--- src/verilog/dpmc_pkg.sv ---
// Constants and types shared by the drive power mode controller files
package dpmc_pkg;

    // ****************************************
    // Register map (byte addresses)
    // ****************************************
    localparam int          ADDR_W      = 5;
    localparam int          DATA_W      = 32;
    localparam logic [4:0]  OFF_CMD     = 5'h00;
    localparam logic [4:0]  OFF_SECCNT  = 5'h04;
    localparam logic [4:0]  OFF_STATUS  = 5'h08;
    localparam logic [4:0]  OFF_COUNT   = 5'h0C;
    localparam logic [4:0]  OFF_ACCESS  = 5'h10;
    localparam logic [4:0]  OFF_CONTROL = 5'h14;

    // Status word fields
    localparam int ST_BUSY  = 0;
    localparam int ST_INTRQ = 1;
    localparam int ST_PWR   = 2;
    localparam int ST_APDEN = 4;
    localparam int ST_OWNER = 5;
    // Control word field
    localparam int CTL_SRST = 0;

    // ****************************************
    // Command codes and answers
    // ****************************************
    localparam logic [7:0] CMD_STBY_IMM = 8'hE0;
    localparam logic [7:0] CMD_IDLE_IMM = 8'hE1;
    localparam logic [7:0] CMD_STBY_APD = 8'hE2;
    localparam logic [7:0] CMD_IDLE_APD = 8'hE3;
    localparam logic [7:0] CMD_CHECK    = 8'hE5;
    localparam logic [7:0] CMD_SLEEP    = 8'hE6;
    localparam logic [7:0] SC_ALL_ONES  = 8'hFF;
    localparam logic [7:0] SC_ZERO      = 8'h00;
    localparam logic [7:0] SC_RESET     = 8'h00;

    // ****************************************
    // Timing
    // ****************************************
    localparam int          CLK_HZ         = 10_000_000;
    localparam int          UNIT_SECONDS   = 5;
    localparam int          TICK_CYCLES    = UNIT_SECONDS * CLK_HZ;
    localparam int          TMR_W          = 12;
    localparam logic [7:0]  HALF_HOUR_BASE = 8'hF0;
    localparam logic [7:0]  HALF_HOUR_LAST = 8'hFB;
    localparam logic [11:0] HALF_HOUR_UNIT = 12'h0168;
    localparam logic [11:0] TMR_RESET      = 12'h000;
    localparam logic [2:0]  BUSY_CYCLES    = 3'h4;

    typedef enum logic [1:0] {
        PWR_IDLE,
        PWR_STANDBY,
        PWR_SLEEP
    } dpmc_power_t;

    // Which command armed the countdown
    localparam logic OWNER_IDLE  = 1'b0;
    localparam logic OWNER_STBY  = 1'b1;

endpackage : dpmc_pkg

--- src/verilog/dpmc_tick_if.sv ---
// Link between the controller and its five-second tick generator
`timescale 1ns/1ps
interface dpmc_tick_if;
    logic run;
    logic clear;
    logic tick;
    modport ctl (output run, output clear, input tick);
    modport gen (input run, input clear, output tick);
endinterface : dpmc_tick_if

--- src/verilog/dpmc_tick_gen.sv ---
// Prescaler that turns the core clock into a one-cycle tick per timer unit
`timescale 1ns/1ps
module dpmc_tick_gen #(
    parameter int TICK_CYCLES = dpmc_pkg::TICK_CYCLES
) (
    input  wire logic   CLK_I,
    input  wire logic   NRST_I,
    dpmc_tick_if.gen    t
);
    localparam int CW = $clog2(TICK_CYCLES + 1);

    logic [CW-1:0] cnt;
    logic          tick;

    assign t.tick = tick;

    // Restarted on every reload so a fresh count always gets a full first unit
    always_ff @(posedge CLK_I or negedge NRST_I) begin
        if (!NRST_I) begin
            cnt  <= '0;
            tick <= 1'b0;
        end else if (t.clear || !t.run) begin
            cnt  <= '0;
            tick <= 1'b0;
        end else if (cnt == CW'(TICK_CYCLES - 1)) begin
            cnt  <= '0;
            tick <= 1'b1;
        end else begin
            cnt  <= cnt + CW'(1);
            tick <= 1'b0;
        end
    end
endmodule : dpmc_tick_gen

--- src/verilog/dpmc_top.sv ---
// Drive power mode controller: power commands, countdown timer, motor enables
//
// Operation
// - Standby immediate enters standby, spindle unpowered, heads parked.
// - Idle immediate enters idle without waiting for the countdown.
// - Standby with countdown enters standby, then samples sector count.
// - Idle with countdown enters idle, then samples sector count.
// - Nonzero count arms countdown; zero disarms, standby variant still enters standby.
// - Count is in five-second units; host supplies 12 to 255.
// - Counts 241 to 251 mean 30-minute steps, 30 min to 5.5 hours.
// - Every drive access reloads the countdown with the captured value.
// - Completion of any command reloads the countdown.
// - Countdown reaching zero enters standby, whichever command armed it.
// - One timer for both; only the arming command may disarm it.
// - Standby or idle timer setting persists until the other is issued.
// - Sleep and both immediate commands are one-shot, timer setting unchanged.
// - Media command wakes from standby; standby returns at next expiry.
// - Standby and sleep keep spindle and actuator off, heads parked.
// - Sleep command enters sleep; a reset moves sleep to standby.
// - Check power mode writes all ones when idle, zero otherwise.
// - After reset the timer setting defaults to the idle command.
//
// Our own choices: the register offsets and the Avalon-MM register port.
`timescale 1ns/1ps
module dpmc_top
    import dpmc_pkg::*;
#(
    parameter int TICK_CYCLES = dpmc_pkg::TICK_CYCLES
) (
    input  wire logic                         CLK_I,
    input  wire logic                         NRST_I,
    input  wire logic [dpmc_pkg::ADDR_W-1:0]  AVS_ADDRESS_I,
    input  wire logic                         AVS_READ_I,
    input  wire logic                         AVS_WRITE_I,
    input  wire logic [dpmc_pkg::DATA_W-1:0]  AVS_WRITEDATA_I,
    output logic      [dpmc_pkg::DATA_W-1:0]  AVS_READDATA_O,
    output logic                              AVS_WAITREQUEST_O,
    output logic                              SPINDLE_EN_O,
    output logic                              ACTUATOR_EN_O,
    output logic                              HEADS_PARKED_O,
    output logic                              BUSY_O,
    output logic                              INTRQ_O
);
    import dpmc_pkg::*;

    // ****************************************
    // Helpers
    // ****************************************
    // Sector count value to timer units
    function automatic logic [TMR_W-1:0] units_of(input logic [7:0] sc);
        logic [TMR_W-1:0] steps;
        steps = TMR_W'(sc - HALF_HOUR_BASE);
        if (sc > HALF_HOUR_BASE && sc <= HALF_HOUR_LAST) begin
            units_of = TMR_W'(steps * HALF_HOUR_UNIT);
        end else begin
            units_of = TMR_W'(sc);
        end
    endfunction : units_of

    // Owner code of the arming command
    function automatic logic owner_of(input logic [7:0] cmd);
        owner_of = (cmd == CMD_STBY_APD) ? OWNER_STBY : OWNER_IDLE;
    endfunction : owner_of

    // ****************************************
    // Declarations
    // ****************************************
    dpmc_power_t      pwr;
    dpmc_power_t      next_pwr;
    logic [7:0]       seccnt;
    logic [TMR_W-1:0] count;
    logic [TMR_W-1:0] apd_reload;
    logic             apd_en;
    logic             apd_owner;
    logic [2:0]       busy_cnt;
    logic             take;
    logic             cmd_wr;
    logic             cmd_go;
    logic             cmd_done;
    logic             access_wr;
    logic             srst_wr;
    logic             status_rd;
    logic [7:0]       code;
    logic             is_power_cmd;
    logic             apd_cfg;
    logic             expire;
    logic [DATA_W-1:0] next_rdata;

    dpmc_tick_if tick_bus ();

    dpmc_tick_gen #(
        .TICK_CYCLES (TICK_CYCLES)
    ) u_tick (
        .CLK_I  (CLK_I),
        .NRST_I (NRST_I),
        .t      (tick_bus.gen)
    );

    // ****************************************
    // Avalon-MM slave
    // ****************************************
    // One wait cycle per access; the request is taken on the edge where
    // waitrequest is seen low, read data already standing there.
    assign take      = (AVS_READ_I || AVS_WRITE_I) && !AVS_WAITREQUEST_O;
    assign code      = AVS_WRITEDATA_I[7:0];
    assign cmd_wr    = take && AVS_WRITE_I && AVS_ADDRESS_I == OFF_CMD;
    assign cmd_go    = cmd_wr && !BUSY_O;
    assign access_wr = take && AVS_WRITE_I && AVS_ADDRESS_I == OFF_ACCESS;
    assign srst_wr   = take && AVS_WRITE_I && AVS_ADDRESS_I == OFF_CONTROL && AVS_WRITEDATA_I[CTL_SRST];
    assign status_rd = take && AVS_READ_I && AVS_ADDRESS_I == OFF_STATUS;

    always_ff @(posedge CLK_I or negedge NRST_I) begin
        if (!NRST_I) begin
            AVS_WAITREQUEST_O <= 1'b1;
        end else begin
            AVS_WAITREQUEST_O <= !((AVS_READ_I || AVS_WRITE_I) && AVS_WAITREQUEST_O);
        end
    end

    always_comb begin
        next_rdata = '0;
        if (AVS_ADDRESS_I == OFF_SECCNT) begin
            next_rdata[7:0] = seccnt;
        end else if (AVS_ADDRESS_I == OFF_STATUS) begin
            next_rdata[ST_BUSY]        = BUSY_O;
            next_rdata[ST_INTRQ]       = INTRQ_O;
            next_rdata[ST_PWR +: 2]    = pwr;
            next_rdata[ST_APDEN]       = apd_en;
            next_rdata[ST_OWNER]       = apd_owner;
        end else if (AVS_ADDRESS_I == OFF_COUNT) begin
            next_rdata[TMR_W-1:0] = count;
        end else begin
            next_rdata = '0;
        end
    end

    always_ff @(posedge CLK_I or negedge NRST_I) begin
        if (!NRST_I) begin
            AVS_READDATA_O <= '0;
        end else if (AVS_READ_I && AVS_WAITREQUEST_O) begin
            AVS_READDATA_O <= next_rdata;
        end
    end

    // ****************************************
    // Command execution and busy
    // ****************************************
    assign is_power_cmd = code == CMD_STBY_IMM || code == CMD_IDLE_IMM || code == CMD_STBY_APD
                       || code == CMD_IDLE_APD || code == CMD_CHECK || code == CMD_SLEEP;
    assign apd_cfg      = cmd_go && (code == CMD_STBY_APD || code == CMD_IDLE_APD);
    assign cmd_done     = BUSY_O && busy_cnt == 3'h1;

    // A command written while busy is dropped; the host must wait for completion
    always_ff @(posedge CLK_I or negedge NRST_I) begin
        if (!NRST_I) begin
            BUSY_O   <= 1'b0;
            busy_cnt <= 3'h0;
        end else if (cmd_go) begin
            BUSY_O   <= 1'b1;
            busy_cnt <= BUSY_CYCLES;
        end else if (cmd_done) begin
            BUSY_O   <= 1'b0;
            busy_cnt <= 3'h0;
        end else if (BUSY_O) begin
            busy_cnt <= busy_cnt - 3'h1;
        end
    end

    // Completion wins over a status read in the same cycle
    always_ff @(posedge CLK_I or negedge NRST_I) begin
        if (!NRST_I) begin
            INTRQ_O <= 1'b0;
        end else if (cmd_done) begin
            INTRQ_O <= 1'b1;
        end else if (status_rd || cmd_go) begin
            INTRQ_O <= 1'b0;
        end
    end

    // Sector count: host writes, check power mode overwrites
    always_ff @(posedge CLK_I or negedge NRST_I) begin
        if (!NRST_I) begin
            seccnt <= SC_RESET;
        end else if (cmd_go && code == CMD_CHECK) begin
            seccnt <= (pwr == PWR_IDLE) ? SC_ALL_ONES : SC_ZERO;
        end else if (take && AVS_WRITE_I && AVS_ADDRESS_I == OFF_SECCNT) begin
            seccnt <= AVS_WRITEDATA_I[7:0];
        end
    end

    // ****************************************
    // Countdown arming
    // ****************************************
    always_ff @(posedge CLK_I or negedge NRST_I) begin
        if (!NRST_I) begin
            apd_en     <= 1'b0;
            apd_owner  <= OWNER_IDLE;
            apd_reload <= TMR_RESET;
        end else if (srst_wr) begin
            apd_en     <= 1'b0;
            apd_owner  <= OWNER_IDLE;
        end else if (apd_cfg) begin
            if (seccnt != SC_ZERO) begin
                apd_en     <= 1'b1;
                apd_owner  <= owner_of(code);
                apd_reload <= units_of(seccnt);
            end else if (apd_owner == owner_of(code)) begin
                apd_en     <= 1'b0;
            end
            // A zero from the other command leaves the arming untouched
        end
    end

    // ****************************************
    // Countdown timer
    // ****************************************
    assign tick_bus.run   = apd_en && count != TMR_RESET;
    assign tick_bus.clear = access_wr || cmd_done || apd_cfg;
    assign expire         = apd_en && tick_bus.tick && count == TMR_W'(1);

    always_ff @(posedge CLK_I or negedge NRST_I) begin
        if (!NRST_I) begin
            count <= TMR_RESET;
        end else if (apd_cfg && seccnt != SC_ZERO) begin
            count <= units_of(seccnt);
        end else if (access_wr || cmd_done) begin
            count <= apd_reload;
        end else if (tick_bus.run && tick_bus.tick) begin
            count <= count - TMR_W'(1);
        end
    end

    // ****************************************
    // Power state
    // ****************************************
    always_comb begin
        next_pwr = pwr;
        if (srst_wr && pwr == PWR_SLEEP) begin
            next_pwr = PWR_STANDBY;
        end else if (cmd_go) begin
            case (code)
                CMD_STBY_IMM: next_pwr = PWR_STANDBY;
                CMD_IDLE_IMM: next_pwr = PWR_IDLE;
                CMD_STBY_APD: next_pwr = PWR_STANDBY;
                CMD_IDLE_APD: next_pwr = PWR_IDLE;
                CMD_SLEEP:    next_pwr = PWR_SLEEP;
                CMD_CHECK:    next_pwr = pwr;
                default: begin
                    // A sleeping drive waits for a reset first
                    if (pwr == PWR_STANDBY) begin
                        next_pwr = PWR_IDLE;
                    end
                end
            endcase
        end else if (access_wr && pwr == PWR_STANDBY) begin
            next_pwr = PWR_IDLE;
        end else if (expire && pwr == PWR_IDLE) begin
            next_pwr = PWR_STANDBY;
        end
    end

    always_ff @(posedge CLK_I or negedge NRST_I) begin
        if (!NRST_I) begin
            pwr <= PWR_STANDBY;
        end else begin
            pwr <= next_pwr;
        end
    end

    // Motors follow the state in the same cycle as the state register
    always_ff @(posedge CLK_I or negedge NRST_I) begin
        if (!NRST_I) begin
            SPINDLE_EN_O   <= 1'b0;
            ACTUATOR_EN_O  <= 1'b0;
            HEADS_PARKED_O <= 1'b1;
        end else begin
            SPINDLE_EN_O   <= next_pwr == PWR_IDLE;
            ACTUATOR_EN_O  <= next_pwr == PWR_IDLE;
            HEADS_PARKED_O <= next_pwr != PWR_IDLE;
        end
    end
endmodule : dpmc_top

--- config.mk ---
export PLATFORM = sky130hd
export DESIGN_NAME = dpmc_top
export DESIGN_NICKNAME = d
export VERILOG_FILES = /design/src/verilog/dpmc_pkg.sv /design/src/verilog/dpmc_tick_if.sv /design/src/verilog/dpmc_tick_gen.sv /design/src/verilog/dpmc_top.sv
export SDC_FILE = /design/constraint.sdc
export NUM_CORES = 1
export LEC_CHECK = 0
export ABC_AREA = 1
export ABC_CLOCK_PERIOD_IN_PS = 4700
export BUFFER_PORTS_ARGS = -buffer_cell sky130_fd_sc_hd__buf_2
export CORE_MARGIN = 2
export CORE_UTILIZATION = 35
export DETAILED_ROUTE_END_ITERATION = 10
export SYNTH_ARGS = -nofsm -noshare
export SYNTH_HDL_FRONTEND = slang
export SYNTH_SLANG_ARGS = --single-unit
--- constraint.sdc ---
create_clock -name CLK_I -period 4.7 [get_ports CLK_I]
set_input_delay 0.705 -clock CLK_I [delete_from_list [all_inputs] [get_ports CLK_I]]
set_output_delay 0.705 -clock CLK_I [all_outputs]
set_load 0.03 [all_outputs]
# Word-level counts from Yosys, hierarchy flattened
# Index checks and enable logic that the tools add are counted.
# Widths: inputs -> output; s select.
word_totals:
  regBits: 103
  input_bits: 41
  out_inout_bits: 38
  wordCells: 130
classes:
  add_sub_neg: 4
  mul: 1
  order_cmp: 2
  n_eq_ne: 17
  muxes: 37
  n_bitwise: 1
  n_reduce_logical: 53
op_table:
  columns: ["cell", "count"]
  rows:
  - ["$mux 12", 5]
  - ["$mux 26", 2]
  - ["$eq 8x8->1 const B", 6]
  - ["$mux 8", 4]
  - ["$add 26x1->26 const B", 1]
  - ["$eq 26x26->1 const B", 1]
  - ["$logic_and 1x1->1", 24]
  - ["$mux 24", 1]
  - ["$mux 1", 14]
  - ["$eq 12x1->1 const B", 1]
  - ["$mul 12x6->9 const B", 1]
  - ["$mux 6", 2]
  - ["$reduce_bool 12->1", 1]
  - ["$reduce_bool 2->1", 6]
  - ["$sub 12x1->12 const B", 1]
  - ["$eq 5x4->1 const B", 2]
  - ["$eq 5x5->1 const B", 2]
  - ["$mux 2", 5]
  - ["$mux 3", 3]
  - ["$reduce_bool 3->1", 3]
  - ["$sub 8x8->9 const B", 1]
  - ["$gt 8x8->1 const B", 1]
  - ["$le 8x8->1 const B", 1]
  - ["$pmux 2 s4", 1]
  - ["other kinds (15)", 26]

# Longest topological paths before layout
logic_depth:
  word_depth: 9
  mapped_depth: 20
  mapped_depth_nobuf: 20

# Modules after synthesis
# From an unflattened synthesis, not the netlist that was laid out.
hier_totals:
  hier_cells: 803
  hier_area_um2: 5656.7
modules_own_cells:
  columns: ["module", "instances", "cells_per_inst", "area_per_inst_um2", "seq_area_each_um2"]
  rows:
  - ["dpmc_top", 1, 572, 4061.4, 1405.1]
  - ["dpmc_tick_gen", 1, 231, 1595.3, 675.6]

# Worst setup path after synthesis
# Ideal clock, no wire load.
synth_path:
  path_type: "reg2reg"
  startpoint: "reg seccnt[4]"
  endpoint: "reg count[11]"
  setup_ns: 0.117
  arrival_ns: 3.032
  t_required_ns: 4.583
  setup_slack_ns: 1.551
  path_stages_with_launch: 19
  path_buffers: 0
  synth_period_minus_slack_ns: 3.149
  path_cell_list: "dfrtp_1 inv_1 ha_1 ha_1 ha_1 inv_1 fa_1 inv_1 fa_1 nand3_1 nand2_1 inv_1 nand2_1 nand2_1 nand2_1 nand3_1 nand2_1 nand3_1 nand2_1"
synth_via:
  elab_chain_cells: 4
  elab_cells_between_ends: 10
  classes_between: "1 x add/sub; 1 x mul; 2 x order compare; 2 x mux; 4 x reduce/logical"
synth_rtl:
  columns: ["item", "line_no", "text"]
  rows:
  - ["from (decl)", "dpmc_top.sv:70", "logic [7:0] seccnt;"]
  - ["from (signal assigned)", "dpmc_top.sv:185", "seccnt <= (pwr == PWR_IDLE) ? SC_ALL_ONES : SC_ZERO;"]
  - ["from (signal assigned)", "dpmc_top.sv:187", "seccnt <= AVS_WRITEDATA_I[7:0];"]
  - ["$sub 8x8->9 (tied with other cells)", "dpmc_top.sv:52", "steps = TMR_W'(sc - HALF_HOUR_BASE);"]
  - ["$mul 12x6->9 / $logic_and 1x1->1 (equally long branches)", "dpmc_top.sv:54, dpmc_top.sv:53", null]
  - ["$mux 12", "dpmc_top.sv:53", "if (sc > HALF_HOUR_BASE && sc <= HALF_HOUR_LAST) begin"]
  - ["$mux 12", "dpmc_top.sv:224", "end else if (apd_cfg && seccnt != SC_ZERO) begin"]
  - ["to (signal assigned)", "dpmc_top.sv:225", "count <= units_of(seccnt);"]
  - ["to (signal assigned)", "dpmc_top.sv:227", "count <= apd_reload;"]
  - ["to (signal assigned)", "dpmc_top.sv:229", "count <= count - TMR_W'(1);"]
  - ["to (decl)", "dpmc_top.sv:71", "logic [TMR_W-1:0] count;"]
# Parallel ways exist; a longest one is shown, timed or not.
# A chain may end at the register's enable or synchronous reset.

# Worst setup path after layout
# Same ends and word-level chain as after synthesis.

==> impl_metrics.csv <==
group,metric,value,unit
detailed_routing,firstDrtPassIters,5,
logic_synthesis,ys_types,47,
logic_synthesis,ys_top_cells_by_area,"dfrtp_1 35%, nand2_1 14%, nor2_1 6.8%",
sta,max_slew_margin,27.1,%
clocking,cts_tree,"yes",
min_path,hold_start,"AVS_READDATA_O[10]",
clocking,ctsHtreeMaxLevel,3,
layout,final_nets,883,
detailed_routing,drt-initial-drc-count,442,
worst_setup_path,worstPathRequired,4.93,ns
clocking,cts_hold_buf,0,
place,hpwl,10400,µm
layout,layout-drive-gt1-share,11.1,%
detailed_routing,wl,13700,µm
logic_synthesis,yosys_warnings,0,
layout,area_growth,10.3,%
floorplan,dieHeight,131,µm
logic_synthesis,syn_area_per_cell,7.23,µm²
worst_setup_path,reg2reg_depth,16,
detailed_routing,num_vias,4966,
layout,ff_latch_area,2080,µm²
worst_setup_path,timing.rr.end,"count[11]",
sta,timing.final.crit_period,3.63,ns
power_and_ir_drop,p_leak,3.07,nW
clocking,cts_resized,0,
worst_setup_path,start_kind,"flip-flop",
worst_setup_path,crit_start,"seccnt[4]",
worst_setup_path,critical_path_class,"reg2reg",
detailed_routing,wire_per_inst,13.2,µm
layout,final_common_cell,"nand2_1",
sta,worst_pin_slew,1.09,ns
global_routing,gr-total-overflow,0,
sta,whs,0.477,ns
floorplan,die_w,131,µm
sta,fmax,275,MHz
logic_synthesis,synth_top_area_share,35.4,%
min_path,min_path_cells,2,
outcome,outcome,"complete, no violations",
power_and_ir_drop,p_per_area,391,nW/µm²
clocking,clk-insertion-delay-late,0.34,ns
sta,setup_violations,0,
logic_synthesis,synth.yosys.seq_area_share,36.8,%
sta,fin_tns_setup,0,ns
sta,period_share,77.3,%
sta,hold_viol_final,0,
detailed_routing,drcViolationCount,0,
logic_synthesis,yosysTopAreaCell,"dfrtp_1",
logic_synthesis,synth_edf_count,0,
logic_synthesis,yosys_register_bits,83,
sta,rsz0062_at_grt,"no",
layout,layout_common_cells,"209 x nand2_1, 102 x nor2_1, 100 x inv_1, 80 x dfrtp_1, 67 x nand3_1",
floorplan,core,15800,µm²
flow_run,cap_violations,0,
global_routing,grt_max_degree,84,
worst_setup_path,reg2reg_from,"seccnt[4]",
clocking,cts_sinks,83,
sta,final_max_slew_viol_count,0,
clocking,clk_pin_slew_worst_paths,0.06,ns
detailed_routing,post_drt_via_cell_ratio,4.79,
global_routing,track_usage,16.6,%
place,port_buffers,34,
sta,skew,0.00629,ns
floorplan,die-area,17200,µm²
worst_setup_path,worstSetupEndpointType,"flip-flop",
clocking,clock_path_buffers,2,
clocking,post-cts-setup-buffers,0,
floorplan,row_count,46,
worst_setup_path,arrival,3.86,ns
worst_setup_path,critPathMaxFanout,7,
worst_setup_path,reg2reg_setup_slack,1.07,ns
logic_synthesis,synth_cells,782,
layout,multi_input_area,3020,µm²
floorplan,ioPinCount,79,
clocking,numCtsBuffers,9,
min_path,hold_class,"reg2reg",
logic_synthesis,syn_area,5650,µm²
min_path,holdPathEnd,"AVS_READDATA_O[10]",
floorplan,start_util,35.7,%
global_routing,grt_first_pass_wirelength,22300,µm
logic_synthesis,synth_ff_type,"dfrtp_1",
power_and_ir_drop,peakVddDrop,144,µV
logic_synthesis,async_flop_share,100,%
global_routing,antenna_found_initial,1,
clocking,cts-root-buf,"clkbuf_16",
global_routing,grt_pass1_vias,4423,
place,gp_congestion,0.857,
layout,fillers,1637,
detailed_routing,antenna_left,0,
[logic make-up (layout without fill, tap and decap cells)]
logic type / count (synthesis) / in the layout / synth area share, %
compound gates: 76 / 76 / 7.64
xor+xnor: 13 / 13 / 2.01
fa+ha+maj: 27 / 27 / 6.91
buf+inv: 137 / 156 / 11.0
flops: 83 / 83 / 36.8
other cells: 1 / 21 / 0.0664
simple gates: 445 / 445 / 35.5
[report_power, final]
group,switching [W],internal (W)
Clock,0.000289,0.000400
Sequential,0.0000880,0.000780
Combinational,0.000556,0.000325
[sequential cells by signal, indices dropped and copies added (netlist names)]
register           flops
seccnt                 8
HEADS_PARKED_O         1
busy_cnt               3
apd_owner              1
ACTUATOR_EN_O          1
pwr                    2
u_tick.cnt            26
apd_en                 1
u_tick.t.tick          1
count                 12
BUSY_O                 1
AVS_WAITREQUEST_O      1
AVS_READDATA_O        12
INTRQ_O                1
apd_reload            12
[metal layers]
layer	vias up	GRT usage (%)	part of all wire (%)
li1	2533	-	-
met1	2287	24.8	51
met2	125	23.6	41
met3	19	3.33	5.6
met4	2	5.76	1.8
met5	-	0	0.073
[worst max-delay path, stage by stage, from the launching register on]
cell     delay [ns]
dfrtp_1        0.55
inv_1          0.15
ha_1           0.34
ha_1           0.34
ha_1           0.30
inv_1          0.05
fa_1           0.52
inv_1          0.07
fa_1           0.47
nand3_1        0.11
nand2_1        0.08
nand3_1        0.10
nand3_1        0.09
nand3_1        0.12
nand2_1        0.08
nand3_1        0.09
nand2_1        0.06
[worst max-delay path by stage]
stage and end:
2_1_floorplan count[11], 3_3_place_gp count[11], 3_5_place_dp count[11], 4_1_cts count[11]
5_1_grt count[11], 6_report count[11]
[through the flow]
stage	power, W	util, %	setup WS, ns	area, µm²	cells
2_1_floorplan	0.00156	-	1.55	5720	801
3_3_place_gp	0.00175	37.5	1.12	5940	1020
3_5_place_dp	0.00176	37.5	1.09	5940	1020
4_1_cts	0.00246	39.4	1.07	6230	1036
5_1_grt	0.00264	39.4	0.813	6230	1036
6_report	0.00244	39.4	1.07	6230	1037
[final cells by class]
cell class | count | share of cell area, %
clock inverters | 4 | 0.381
repair buffers | 34 | 2.77
flip-flops and latches | 83 | 33.4
diodes | 1 | 0.0401
inverters | 106 | 6.40
clock buffers | 12 | 4.28
multi-input cells | 581 | 48.4
well taps | 216 | 4.34
[cell usage after synthesis, drive strengths merged, types with 3 or more instances]
cell and instances:
nor4 4, nor2 113, or2 7, nand2 212
inv 104, buf 28, o31ai 4, dfstp 3
xor2 8, dfrtp 80, xnor2 5, fa 7
ha 20, o21ai 33, nor3b 4, nand4 16
nor3 13, a21oi 24, o22ai 6, nand3 74
clkbuf 3
Note: power is estimated with default switching activity, not from simulation.
